[config.mk]
export PLATFORM = sky130hd
export DESIGN_NAME = ipr_top
export DESIGN_NICKNAME = d
export VERILOG_FILES = /design/src/ipr_pkg.sv /design/src/ipr_route_slice.sv /design/src/ipr_top.sv
export SDC_FILE = /design/constraint.sdc
export NUM_CORES = 1
export LEC_CHECK = 0
export BUFFER_PORTS_ARGS = -buffer_cell sky130_fd_sc_hd__buf_2
export CORE_ASPECT_RATIO = 1.25
export CORE_UTILIZATION = 25
export CTS_CLUSTER_DIAMETER = 100
export DETAILED_ROUTE_END_ITERATION = 6
export GPL_TIMING_DRIVEN = 0
export PLACE_DENSITY = 0.58
export SYNTH_ARGS = -nofsm -noshare
export SYNTH_HDL_FRONTEND = slang
export SYNTH_SLANG_ARGS = --single-unit
[constraint.sdc]
create_clock -name clk_i -period 2 [get_ports clk_i]
set_input_delay 0.1 -clock clk_i [delete_from_list [all_inputs] [get_ports clk_i]]
set_output_delay 0.1 -clock clk_i [all_outputs]
set_load 0.01 [all_outputs]
[src/ipr_pkg.sv]
package ipr_pkg;
    // word indices; byte address is four times the index
    localparam logic [5:0] IPR_ROUTE_IDX = 6'h21;
    localparam logic [5:0] IPR_CTRL_IDX = 6'h30;
    localparam logic [5:0] IPR_STAT_IDX = 6'h31;
    localparam logic [5:0] IPR_MASK_IDX = 6'h32;
    localparam logic [5:0] IPR_PIN_IDX = 6'h33;
    // source positions, shared by route, status and mask
    localparam int IPR_DRDY_BIT = 7;
    localparam int IPR_BUF_BIT = 6;
    localparam int IPR_OT_BIT = 5;
    localparam int IPR_WT_BIT = 4;
    localparam int IPR_ORIENT_BIT = 3;
    localparam int IPR_ASLP_BIT = 2;
    localparam int IPR_BOOT_BIT = 1;
    localparam int IPR_WAKE_BIT = 0;
    localparam int IPR_NUM_SRC = 8;
    // control fields
    localparam int IPR_POL_BIT = 0;
    localparam int IPR_P2F_BIT = 1;
    localparam int IPR_SRST_BIT = 7;
    // pin state fields
    localparam int IPR_PS_ONE_BIT = 0;
    localparam int IPR_PS_TWO_BIT = 1;
    localparam int IPR_PS_OE_BIT = 2;
    localparam int IPR_PS_STRAP_BIT = 3;
    localparam int IPR_PS_TRIG_BIT = 4;
    // values after reset
    localparam logic [7:0] IPR_ROUTE_RST = 8'h00;
    localparam logic [7:0] IPR_MASK_RST = 8'h00;
    localparam logic [7:0] IPR_STAT_RST = 8'h00;
    localparam logic [1:0] IPR_CTRL_RST = 2'h0;
endpackage

[src/ipr_route_slice.sv]
`timescale 1ns/1ps
module ipr_route_slice #(
    parameter bit IS_BOOT = 1'b0
) (
    // source side
    input wire logic src_i,
    input wire logic en_i,
    input wire logic route_i,
    // mode
    input wire logic pin_two_function_i,
    input wire logic boot_strap_select_i,
    // pin side
    output logic to_one_o,
    output logic to_two_o
);
    logic active;
    logic sel_two;
    logic dropped;

    always_comb begin
        if (IS_BOOT && boot_strap_select_i) begin
            // strap fixes boot onto pin two, enable forced
            active = src_i;
            sel_two = 1'b1;
            dropped = 1'b0;
        end else begin
            active = src_i & en_i;
            // trigger input on pin two: a one is read as zero
            sel_two = route_i & ~pin_two_function_i;
            // strap high: only boot may use pin two
            dropped = boot_strap_select_i & route_i;
        end
        to_one_o = active & ~sel_two & ~dropped;
        to_two_o = active & sel_two & ~dropped;
    end
endmodule

[src/ipr_top.sv]
// Decided for this implementation: register access over Wishbone.
`timescale 1ns/1ps
// Operation
// - routing bit 7 sends enabled data-ready to pin one when 0, pin two when 1.
// - bit 6 routes the buffer event (overflow or watermark or gate error) likewise.
// - bit 5 routes the enabled outside-threshold change event likewise.
// - bit 4 routes the enabled within-threshold change event likewise.
// - bit 3 routes the enabled orientation-change event likewise.
// - bit 2 routes the enabled auto wake/sleep event likewise.
// - bit 1 routes the enabled boot-done event likewise while the strap is low.
// - the boot routing bit keeps its value across a soft reset; power-on reset clears it.
// - with the strap high boot-done always goes to pin two, ignoring bit 1.
// - bit 0 routes the enabled wake-state level to pin one when 0, pin two when 1.
// - while pin two is a trigger input, routing ones are ignored and pin two carries none.
// - with the strap high a non-boot source routed to pin two reaches neither pin.
// - a source reaches a pin only while its enable bit is set, except boot-done with the strap high.
module ipr_top
    import ipr_pkg::*;
(
    // clock and reset
    input wire logic clk_i,
    input wire logic rst_i,
    // wishbone slave
    input wire logic wb_cyc_i,
    input wire logic wb_stb_i,
    input wire logic wb_we_i,
    input wire logic [7:0] wb_adr_i,
    input wire logic [3:0] wb_sel_i,
    input wire logic [31:0] wb_dat_i,
    output logic [31:0] wb_dat_o,
    output logic wb_ack_o,
    // event sources
    input wire logic data_ready_i,
    input wire logic buffer_overflow_flag_i,
    input wire logic buffer_watermark_flag_i,
    input wire logic buffer_gate_error_i,
    input wire logic outside_threshold_i,
    input wire logic within_threshold_i,
    input wire logic orientation_i,
    input wire logic auto_sleep_i,
    input wire logic boot_done_event_i,
    input wire logic wake_state_i,
    input wire logic [7:0] source_enable_i,
    // strap
    input wire logic boot_strap_select_i,
    // pins
    output logic interrupt_pin_one_o,
    input wire logic interrupt_pin_two_i,
    output logic interrupt_pin_two_o,
    output logic interrupt_pin_two_oe_o,
    output logic ext_trigger_o,
    output logic soft_reset_o,
    // interrupt
    output logic irq_o
);
    logic [7:0] route_reg, route_next;
    logic [1:0] ctrl_reg, ctrl_next;
    logic [7:0] mask_reg, mask_next;
    logic [7:0] status_reg, status_next;
    logic [7:0] prev_reg, prev_next;
    logic strap_reg, strap_next;
    logic strap_arm_reg, strap_arm_next;
    logic pin1_reg, pin1_next;
    logic pin2_reg, pin2_next;
    logic pin2_oe_reg, pin2_oe_next;
    logic trig_reg, trig_next;
    logic srst_reg, srst_next;
    logic irq_reg, irq_next;
    logic ack_reg, ack_next;
    logic [31:0] dat_reg, dat_next;

    logic [IPR_NUM_SRC-1:0] src;
    logic [IPR_NUM_SRC-1:0] to_one;
    logic [IPR_NUM_SRC-1:0] to_two;
    logic act_one;
    logic act_two;
    logic req;
    logic wr;
    logic [5:0] idx;
    logic [7:0] pin_state;
    logic [7:0] rd_byte;
    logic soft_reset;

    // source vector in routing-bit order
    always_comb begin
        src = '0;
        src[IPR_DRDY_BIT] = data_ready_i;
        src[IPR_BUF_BIT] = buffer_overflow_flag_i | buffer_watermark_flag_i
            | buffer_gate_error_i;
        src[IPR_OT_BIT] = outside_threshold_i;
        src[IPR_WT_BIT] = within_threshold_i;
        src[IPR_ORIENT_BIT] = orientation_i;
        src[IPR_ASLP_BIT] = auto_sleep_i;
        src[IPR_BOOT_BIT] = boot_done_event_i;
        src[IPR_WAKE_BIT] = wake_state_i;
    end

    // one slice per source; bit i of route steers source i
    genvar g;
    generate
        for (g = 0; g < IPR_NUM_SRC; g++) begin : g_slice
            ipr_route_slice #(
                .IS_BOOT(g == IPR_BOOT_BIT)
            ) u_slice (
                .src_i(src[g]),
                .en_i(source_enable_i[g]),
                .route_i(route_reg[g]),
                .pin_two_function_i(ctrl_reg[IPR_P2F_BIT]),
                .boot_strap_select_i(strap_reg),
                .to_one_o(to_one[g]),
                .to_two_o(to_two[g])
            );
        end
    endgenerate

    assign act_one = |to_one;
    assign act_two = |to_two;

    // bus decode
    assign req = wb_cyc_i & wb_stb_i & ~ack_reg;
    // write lands on the ack edge, where the master samples ack high
    assign wr = wb_cyc_i & wb_stb_i & ack_reg & wb_we_i & wb_sel_i[0];
    assign idx = wb_adr_i[7:2];
    assign soft_reset = wr && (idx == IPR_CTRL_IDX) && wb_dat_i[IPR_SRST_BIT];

    always_comb begin
        pin_state = '0;
        pin_state[IPR_PS_ONE_BIT] = pin1_reg;
        pin_state[IPR_PS_TWO_BIT] = pin2_reg;
        pin_state[IPR_PS_OE_BIT] = pin2_oe_reg;
        pin_state[IPR_PS_STRAP_BIT] = strap_reg;
        pin_state[IPR_PS_TRIG_BIT] = trig_reg;
    end

    always_comb begin
        case (idx)
            IPR_ROUTE_IDX: rd_byte = route_reg;
            IPR_CTRL_IDX: rd_byte = {6'h00, ctrl_reg};
            IPR_STAT_IDX: rd_byte = status_reg;
            IPR_MASK_IDX: rd_byte = mask_reg;
            IPR_PIN_IDX: rd_byte = pin_state;
            default: rd_byte = 8'h00;
        endcase
    end

    // register and pin next state
    always_comb begin
        route_next = route_reg;
        ctrl_next = ctrl_reg;
        mask_next = mask_reg;
        status_next = status_reg;
        prev_next = src;
        strap_next = strap_reg;
        strap_arm_next = strap_arm_reg;
        srst_next = soft_reset;
        ack_next = req;
        dat_next = dat_reg;
        if (req && !wb_we_i) begin
            dat_next = {24'h000000, rd_byte};
        end
        if (wr) begin
            case (idx)
                IPR_ROUTE_IDX: route_next = wb_dat_i[7:0];
                IPR_CTRL_IDX: ctrl_next = wb_dat_i[1:0];
                IPR_MASK_IDX: mask_next = wb_dat_i[7:0];
                IPR_STAT_IDX: status_next = status_reg & ~wb_dat_i[7:0];
                default: ;
            endcase
        end
        if (soft_reset) begin
            // boot routing bit survives; other route bits, ctrl, mask and status return to reset, strap re-armed
            route_next = (IPR_ROUTE_RST & ~(8'h01 << IPR_BOOT_BIT))
                | (route_reg & (8'h01 << IPR_BOOT_BIT));
            ctrl_next = IPR_CTRL_RST;
            mask_next = IPR_MASK_RST;
            status_next = IPR_STAT_RST;
            strap_arm_next = 1'b1;
        end
        // set wins over a same-cycle clear
        status_next = status_next | (src & ~prev_reg);
        // strap sampled once after each reset release
        if (strap_arm_reg) begin
            strap_next = boot_strap_select_i;
            strap_arm_next = soft_reset;
        end
        irq_next = |(status_next & mask_next);
    end

    always_comb begin
        pin1_next = ctrl_reg[IPR_POL_BIT] ? act_one : ~act_one;
        trig_next = 1'b0;
        if (strap_reg) begin
            // boot indicator pulses low, fixed
            pin2_oe_next = 1'b1;
            pin2_next = ~act_two;
        end else if (ctrl_reg[IPR_P2F_BIT]) begin
            // pin two is an input: released, sampled as trigger
            pin2_oe_next = 1'b0;
            pin2_next = ~ctrl_reg[IPR_POL_BIT];
            trig_next = interrupt_pin_two_i;
        end else begin
            pin2_oe_next = 1'b1;
            pin2_next = ctrl_reg[IPR_POL_BIT] ? act_two : ~act_two;
        end
    end

    always_ff @(posedge clk_i) begin
        if (rst_i) begin
            route_reg <= IPR_ROUTE_RST;
            ctrl_reg <= IPR_CTRL_RST;
            mask_reg <= IPR_MASK_RST;
            status_reg <= IPR_STAT_RST;
            prev_reg <= '0;
            strap_reg <= 1'b0;
            strap_arm_reg <= 1'b1;
            pin1_reg <= 1'b1;
            pin2_reg <= 1'b1;
            pin2_oe_reg <= 1'b0;
            trig_reg <= 1'b0;
            srst_reg <= 1'b0;
            irq_reg <= 1'b0;
            ack_reg <= 1'b0;
            dat_reg <= '0;
        end else begin
            route_reg <= route_next;
            ctrl_reg <= ctrl_next;
            mask_reg <= mask_next;
            status_reg <= status_next;
            prev_reg <= prev_next;
            strap_reg <= strap_next;
            strap_arm_reg <= strap_arm_next;
            pin1_reg <= pin1_next;
            pin2_reg <= pin2_next;
            pin2_oe_reg <= pin2_oe_next;
            trig_reg <= trig_next;
            srst_reg <= srst_next;
            irq_reg <= irq_next;
            ack_reg <= ack_next;
            dat_reg <= dat_next;
        end
    end

    assign wb_ack_o = ack_reg;
    assign wb_dat_o = dat_reg;
    assign interrupt_pin_one_o = pin1_reg;
    assign interrupt_pin_two_o = pin2_reg;
    assign interrupt_pin_two_oe_o = pin2_oe_reg;
    assign ext_trigger_o = trig_reg;
    assign soft_reset_o = srst_reg;
    assign irq_o = irq_reg;
endmodule
==> impl_results.md, run 1 <==
- Sw power: 560 µW
- DPL Wire Length: 6320 µm
- Core area: 10200 µm²
- HP Class: in -> reg
- DIE AREA: 11000 µm²
- Share of layout cells above drive strength 1: 27.6%
- Detailed-route via count: 2674
- Final WL: 8470 µm
- Vias per cell: 5.00
- Clock Tree Buf Depth: 2
- Final Max Slew Viols: 0
- Final min period: 1.94 ns
- Slowest CP cell: nor4b_4
- Hold_ws: 0.0491 ns
- Worst path required time: 2.14 ns
- Initial antenna violation count: 0
- Yosys reg bits: 51
- Unique masters post-synth: 46
- Synth Instances: 326
- GP Congestion: 0.887
- DRT antenna net count: 0
- Clock group share of total power: 43.1%
- Setup TNS: 0 ns
- Slew @ Worst Pin: 0.820 ns
- Hold depth: 3
- IO Port Bufs: 51
- Area growth syn-to-layout: 27.3%
- FF-to-FF path depth: 6
- Synth Warn #: 0
- Ys flop type: dfxtp_1
- Post-synthesis cell area: 2650 µm²
- Peak supply drop: 0.333 mV
- CP cell instances: buf_2 -> nor4b_4 -> and2_1 -> buf_6 -> o211ai_2 -> a22o_1 -> a2111oi_2 -> a41oi_1
- Int Pwr: 1.79 mW
- Core Util, Final: 33.1%
- Worst-path clk slew: 0.07 ns
- Fin nets: 474
- Status: completed
- Gr usage total: 15.8%
- I/O pins: 108
- Switch share: 23.8%
- Hold Path Origin: buffer_gate_error_i
- Clk sinks: 51
- Sequential fraction of design power: 45.3%
- Largest net degree at the start of global routing: 16
- Post-detailed-route DRC marker count: 0
- Clock Latency Late Sink: 0.29 ns
- Ys async rst share: 0%
- Fmax: 515 MHz
- Crit path launch: wb_adr_i[2]
- DRT Pass-1 Iters: 5
- Critical path startpoint category: input port
- Root buffer cell: clkbuf_16
- Die Height: 117 µm
- First-pass GRT wire length: 13200 µm
- Clock Skews: 0.0103 ns
- Most frequent cells in the layout: buf_2, nand2_1, dfxtp_1, a21oi_1, nor2_1
- Fin crit share: 97.1%
- CP Max Fanout: 10
- CTS tree: done
- Power per Cell Area: 696 nW/µm²
- Most common cell after layout, fill and taps aside: buf_2
- Final setup vio count: 0
- CP peak stage delay: 0.43 ns
- Drt initial violations: 236
- Slew HR: 44.9%
- Critical Path AT: 2.09 ns
- CTS Buf Count: 5
- Sequential area share after synthesis: 38.5%
- DR WL/cell: 15.8 µm
- Combinational fraction of design power: 11.6%
- Unrepaired setup endpoints after global routing: false
- Mean Syn Cell Area: 8.14 µm²
- Die Wd: 94.2 µm
- Crit Reg-Reg Startpoint: wb_ack_o$_SDFF_PP0_
- Vias in the first global route: 2508
- Antenna diode count: 0
- Fin. Hold Viols: 0
- Max H-tree Level: 2
- CP Class: in -> reg
- Remaining global-route overflow: 0
- Initial Utilization: 26.0%
- P_leak: 1.38 nW
- Max-cap violations: 0
- Row cnt: 41
- EDFF count, synth: 0
- Worst Setup End Kind: flip-flop
==> cell usage after synthesis (9+ instances only) <==
master,number,area (µm²)
nand2_1,50,188
a222oi_1,10,100
clkbuf_1,9,33.8
dfxtp_1,51,1020
a31oi_1,10,62.6
nand3_1,17,85.1
a21oi_1,32,160
nor2b_1,13,81.3
nor2_1,27,101
inv_1,11,41.3
buf_4,25,188
==> final cells by class <==
type	count	area, µm²
sequential	51	1020
fill	1096	6830
multi-input combinational	245	1440
tap	129	161
timing repair buffer	52	263
clock buffer	6	139
clock inverter	2	35.0
buffer	39	273
inverter	11	41.3
==> worst max-delay path: cells and delay by family <==
kind | cells | cell delay [ns]
and+or+nand+nor | 2 | 0.64
AOI/OAI and AO/OA | 4 | 0.95
buffers and inverters | 2 | 0.39
==> path summary, 6_finish.rpt <==
| check | endpoint | slack (ns) |
|---|---|---|
| setup reg to reg | irq_o$_SDFF_PP0_ | 0.11 |
| hold / removal | prev_reg[6]$_SDFF_PP0_ | 0.05 |
| setup / recovery | irq_o$_SDFF_PP0_ | 0.06 |
| hold reg to reg | wb_ack_o$_SDFF_PP0_ | 0.48 |
==> stage by stage <==
stage / instances / area, µm² / power, mW / setup WS, ns
final: 535 / 3380 / 2.35 / 0.0584
after global routing: 535 / 3380 / 2.42 / 0.00176
after CTS: 536 / 3370 / 2.35 / 0.0781
after global placement: 529 / 3160 / 1.35 / -0.572
after floorplan: 349 / 2740 / 1.25 / 0.0391
after detailed placement: 529 / 3160 / 1.35 / -0.556
==> power by group through the flow <==
stage / Combinational (mW) / Clock [mW] / Sequential (mW)
6_report: 0.273 / 1.01 / 1.06
4_1_cts: 0.272 / 1.01 / 1.06
3_3_place_gp: 0.263 / 0 / 1.08
2_1_floorplan: 0.165 / 0 / 1.08
5_1_grt: 0.298 / 1.05 / 1.07
3_5_place_dp: 0.265 / 0 / 1.08
==> cells by family (layout without fill, tap and decap cells) <==
kind of cell	count (synthesis)	after routing	synth area share [%]
buffers and inverters	53	110	11.8
DFF	51	51	38.5
muxes	8	8	3.25
xor gates and xnor gates	1	1	0.330
and+or+nand+nor	132	132	24.9
other	1	24	0.141
AOI/OAI and AO/OA	80	80	21.1
==> routing by layer <==
metal  GRT usage (%)  part of all wire, %  vias to the layer above
met5               0                    0                        -
met4            7.28                  3.0                        0
met3            2.91                  8.3                       22
met2            25.9                   45                      152
met1            20.1                   43                     1231
li1                -                    -                     1269
==> timing repair <==
item | CTS | global route
gates resized for setup | 10 | 4
hold buffers | 0 | 0
buffers inserted | 1 | 0
pin swaps | 3 | 3
hold endpoints to repair | 0 | 0
setup endpoints to repair | 21 | 9
Power figures use the tool's default switching activity.
==> inputs of run 2 (changes only) <==
--- a/config.mk
+++ b/config.mk
@@ -6,12 +6,15 @@
 export NUM_CORES = 1
 export LEC_CHECK = 0
 export BUFFER_PORTS_ARGS = -buffer_cell sky130_fd_sc_hd__buf_2
+export CELL_PAD_IN_SITES_DETAIL_PLACEMENT = 0
+export CELL_PAD_IN_SITES_GLOBAL_PLACEMENT = 2
 export CORE_ASPECT_RATIO = 1.25
-export CORE_UTILIZATION = 25
+export CORE_UTILIZATION = 24
+export CTS_BUF_LIST = sky130_fd_sc_hd__clkbuf_16
 export CTS_CLUSTER_DIAMETER = 100
 export DETAILED_ROUTE_END_ITERATION = 6
 export GPL_TIMING_DRIVEN = 0
-export PLACE_DENSITY = 0.58
+export PLACE_DENSITY = 0.85
 export SYNTH_ARGS = -nofsm -noshare
 export SYNTH_HDL_FRONTEND = slang
 export SYNTH_SLANG_ARGS = --single-unit
==> run 2 against run 1 <==
Die area up 4.1%. Non-clock buffer count up 3. Clock skew down 0.0037 ns. Final cell count up 1.1%. Sequential cell count unchanged. Critical path depth up 1. Maximum frequency down 1.2%. Worst setup slack worse by 0.024 ns. Critical path type unchanged. Largest cell class unchanged. Highest routed layer unchanged.
==> impl_results.md, run 2 (same netlist as run 1, synthesis figures left out) <==
- Status: completed
- DRT Pass-1 Iters: 5
- Slowest CP cell: a222oi_1
- Hold depth: 3
- CP peak stage delay: 0.42 ns
- Largest net degree at the start of global routing: 16
- Max H-tree Level: 2
- Buf/Inv on CP: 3
- Worst path required time: 2.14 ns
- Max-cap violations: 0
- DPL Wire Length: 6650 µm
- Antenna diode count: 0
- CP Max Fanout: 10
- Unrepaired setup endpoints after global routing: true
- WHS Endpoint: strap_reg$_SDFFE_PP0P_
- DR WL/cell: 16.2 µm
- Worst Setup End Kind: flip-flop
- Worst r2r dst: irq_o$_SDFF_PP0_
- Share of layout cells above drive strength 1: 27.9%
- Row cnt: 42
- CP Class: in -> reg
- Final setup vio count: 0
- Clk sinks: 51
- P_leak: 1.37 nW
- IO Port Bufs: 51
- Final Max Slew Viols: 0
- Fmax: 509 MHz
- First-pass GRT wire length: 13100 µm
- Worst slack, placed: -0.647 ns
- Drt initial violations: 238
- Root buffer cell: clkbuf_16
- Clock Latency Late Sink: 0.29 ns
- CTS Buf Count: 5
- Fin crit share: 98.3%
- DRT antenna net count: 0
- I/O pins: 108
- Worst-path clk slew: 0.07 ns
- Remaining global-route overflow: 0
- DIE AREA: 11500 µm²
- CP dominant cell by count: buf_2
- Vias in the first global route: 2367
- Final WL: 8790 µm
- Area growth syn-to-layout: 27.9%
- Fin nets: 477
- Initial antenna violation count: 0
- Fin. Hold Viols: 0
- Most frequent cells in the layout: buf_2, nand2_1, dfxtp_1, a21oi_1, buf_4
- Die Height: 120 µm
- Slew HR: 51.1%
- Initial Utilization: 24.9%
- Detailed-route via count: 2603
- FF-to-FF path depth: 6
- Hold_ws: 0.0474 ns
- Post-detailed-route DRC marker count: 0
- GP Congestion: 0.846
- Vias per cell: 4.81
- Clock Tree Buf Depth: 2
- Crit Reg-Reg Startpoint: wb_ack_o$_SDFF_PP0_
- CP cell instances: buf_2 -> and4bb_2 -> buf_4 -> nand2_1 -> buf_2 -> a222oi_1 -> a31oi_1 -> a2111oi_4 -> a41oi_2
- Core area: 10700 µm²
- Final setup margin: 0.0344 ns
- CTS tree: done
- Critical Path AT: 2.10 ns
- CP delay by family, top: compound AO/OA/AOI/OAI gates
- Final min period: 1.97 ns
- Hold Path Origin: boot_strap_select_i
- Reg2Reg Setup Slack: 0.06 ns
- Critical path startpoint category: input port
- HP Class: in -> reg
- Setup TNS: 0 ns
- Peak supply drop: 0.353 mV
- Clock Skews: 0.00661 ns
- Die Wd: 96.1 µm
- Most common cell after layout, fill and taps aside: buf_2
- Power per Cell Area: 643 nW/µm²
- Slew @ Worst Pin: 0.729 ns
- Gr usage total: 15.5%
run 2: stage by stage:
| step | utilization [%] | cell area, µm² | total power, mW | std cells |
|---|---|---|---|---|
| 4_1_cts | 31.6 | 3370 | 2.19 | 539 |
| 6_report | 31.8 | 3390 | 2.18 | 541 |
| 5_1_grt | 31.8 | 3390 | 2.28 | 541 |
| 2_1_floorplan | - | 2740 | 1.25 | 349 |
| 3_5_place_dp | 29.6 | 3160 | 1.35 | 532 |
| 3_3_place_gp | 29.6 | 3160 | 1.35 | 532 |
run 2: report_power, final:
group | switching (mW) | internal, mW | leakage, nW | total (mW)
combinational | 0.155 | 0.124 | 0.877 | 0.279
sequential | 0.0162 | 1.04 | 0.418 | 1.06
clock | 0.386 | 0.458 | 0.0710 | 0.844
run 2: worst max-delay path by stage:
stage | from | to | slack (ns) | cells after the start
floorplan | wb_ack_o$_SDFF_PP0_ | ctrl_reg[0]$_SDFFE_PP0N_ | 0.04 | 7
global placement | wb_ack_o$_SDFF_PP0_ | ctrl_reg[0]$_SDFFE_PP0N_ | -0.62 | 7
detailed placement | wb_ack_o$_SDFF_PP0_ | mask_reg[6]$_SDFF_PP0_ | -0.65 | 7
CTS | wb_ack_o$_SDFF_PP0_ | irq_o$_SDFF_PP0_ | 0.008 | 7
global route | wb_ack_o$_SDFF_PP0_ | irq_o$_SDFF_PP0_ | -0.01 | 6
finish | wb_adr_i[4] | irq_o$_SDFF_PP0_ | 0.03 | 9
run 2: final cells by class:
class	instances	area, µm²
Buffer	40	269
Clock buffer	5	125
Clock inverter	3	16.3
Fill cell	1167	7270
Inverter	11	41.3
Multi-Input combinational cell	245	1470
Sequential cell	51	1020
Tap cell	132	165
Timing Repair Buffer	54	278
run 2: what timing repair did:
item	CTS	global route
pin swaps	4	5
hold buffers	0	0
setup endpoints to repair	22	8
setup buffers	1	2
resized for setup	13	3
run 2: worst register-to-register path, delay by kind of cell, from the launching register on:
kind / cells / cell delay (ns)
simple gates: 2 / 0.36
flops: 1 / 0.36
compound gates: 4 / 1.07
run 2: per-layer routing:
metal  wire length, µm  vias to the layer above  global-route usage (%)
met1              3710                     1198                    19.9
met4               182                        0                    4.76
met5                 0                        -                       0
met2              4230                      110                    25.5
met3               666                       15                    3.55
li1                  -                     1280                       -
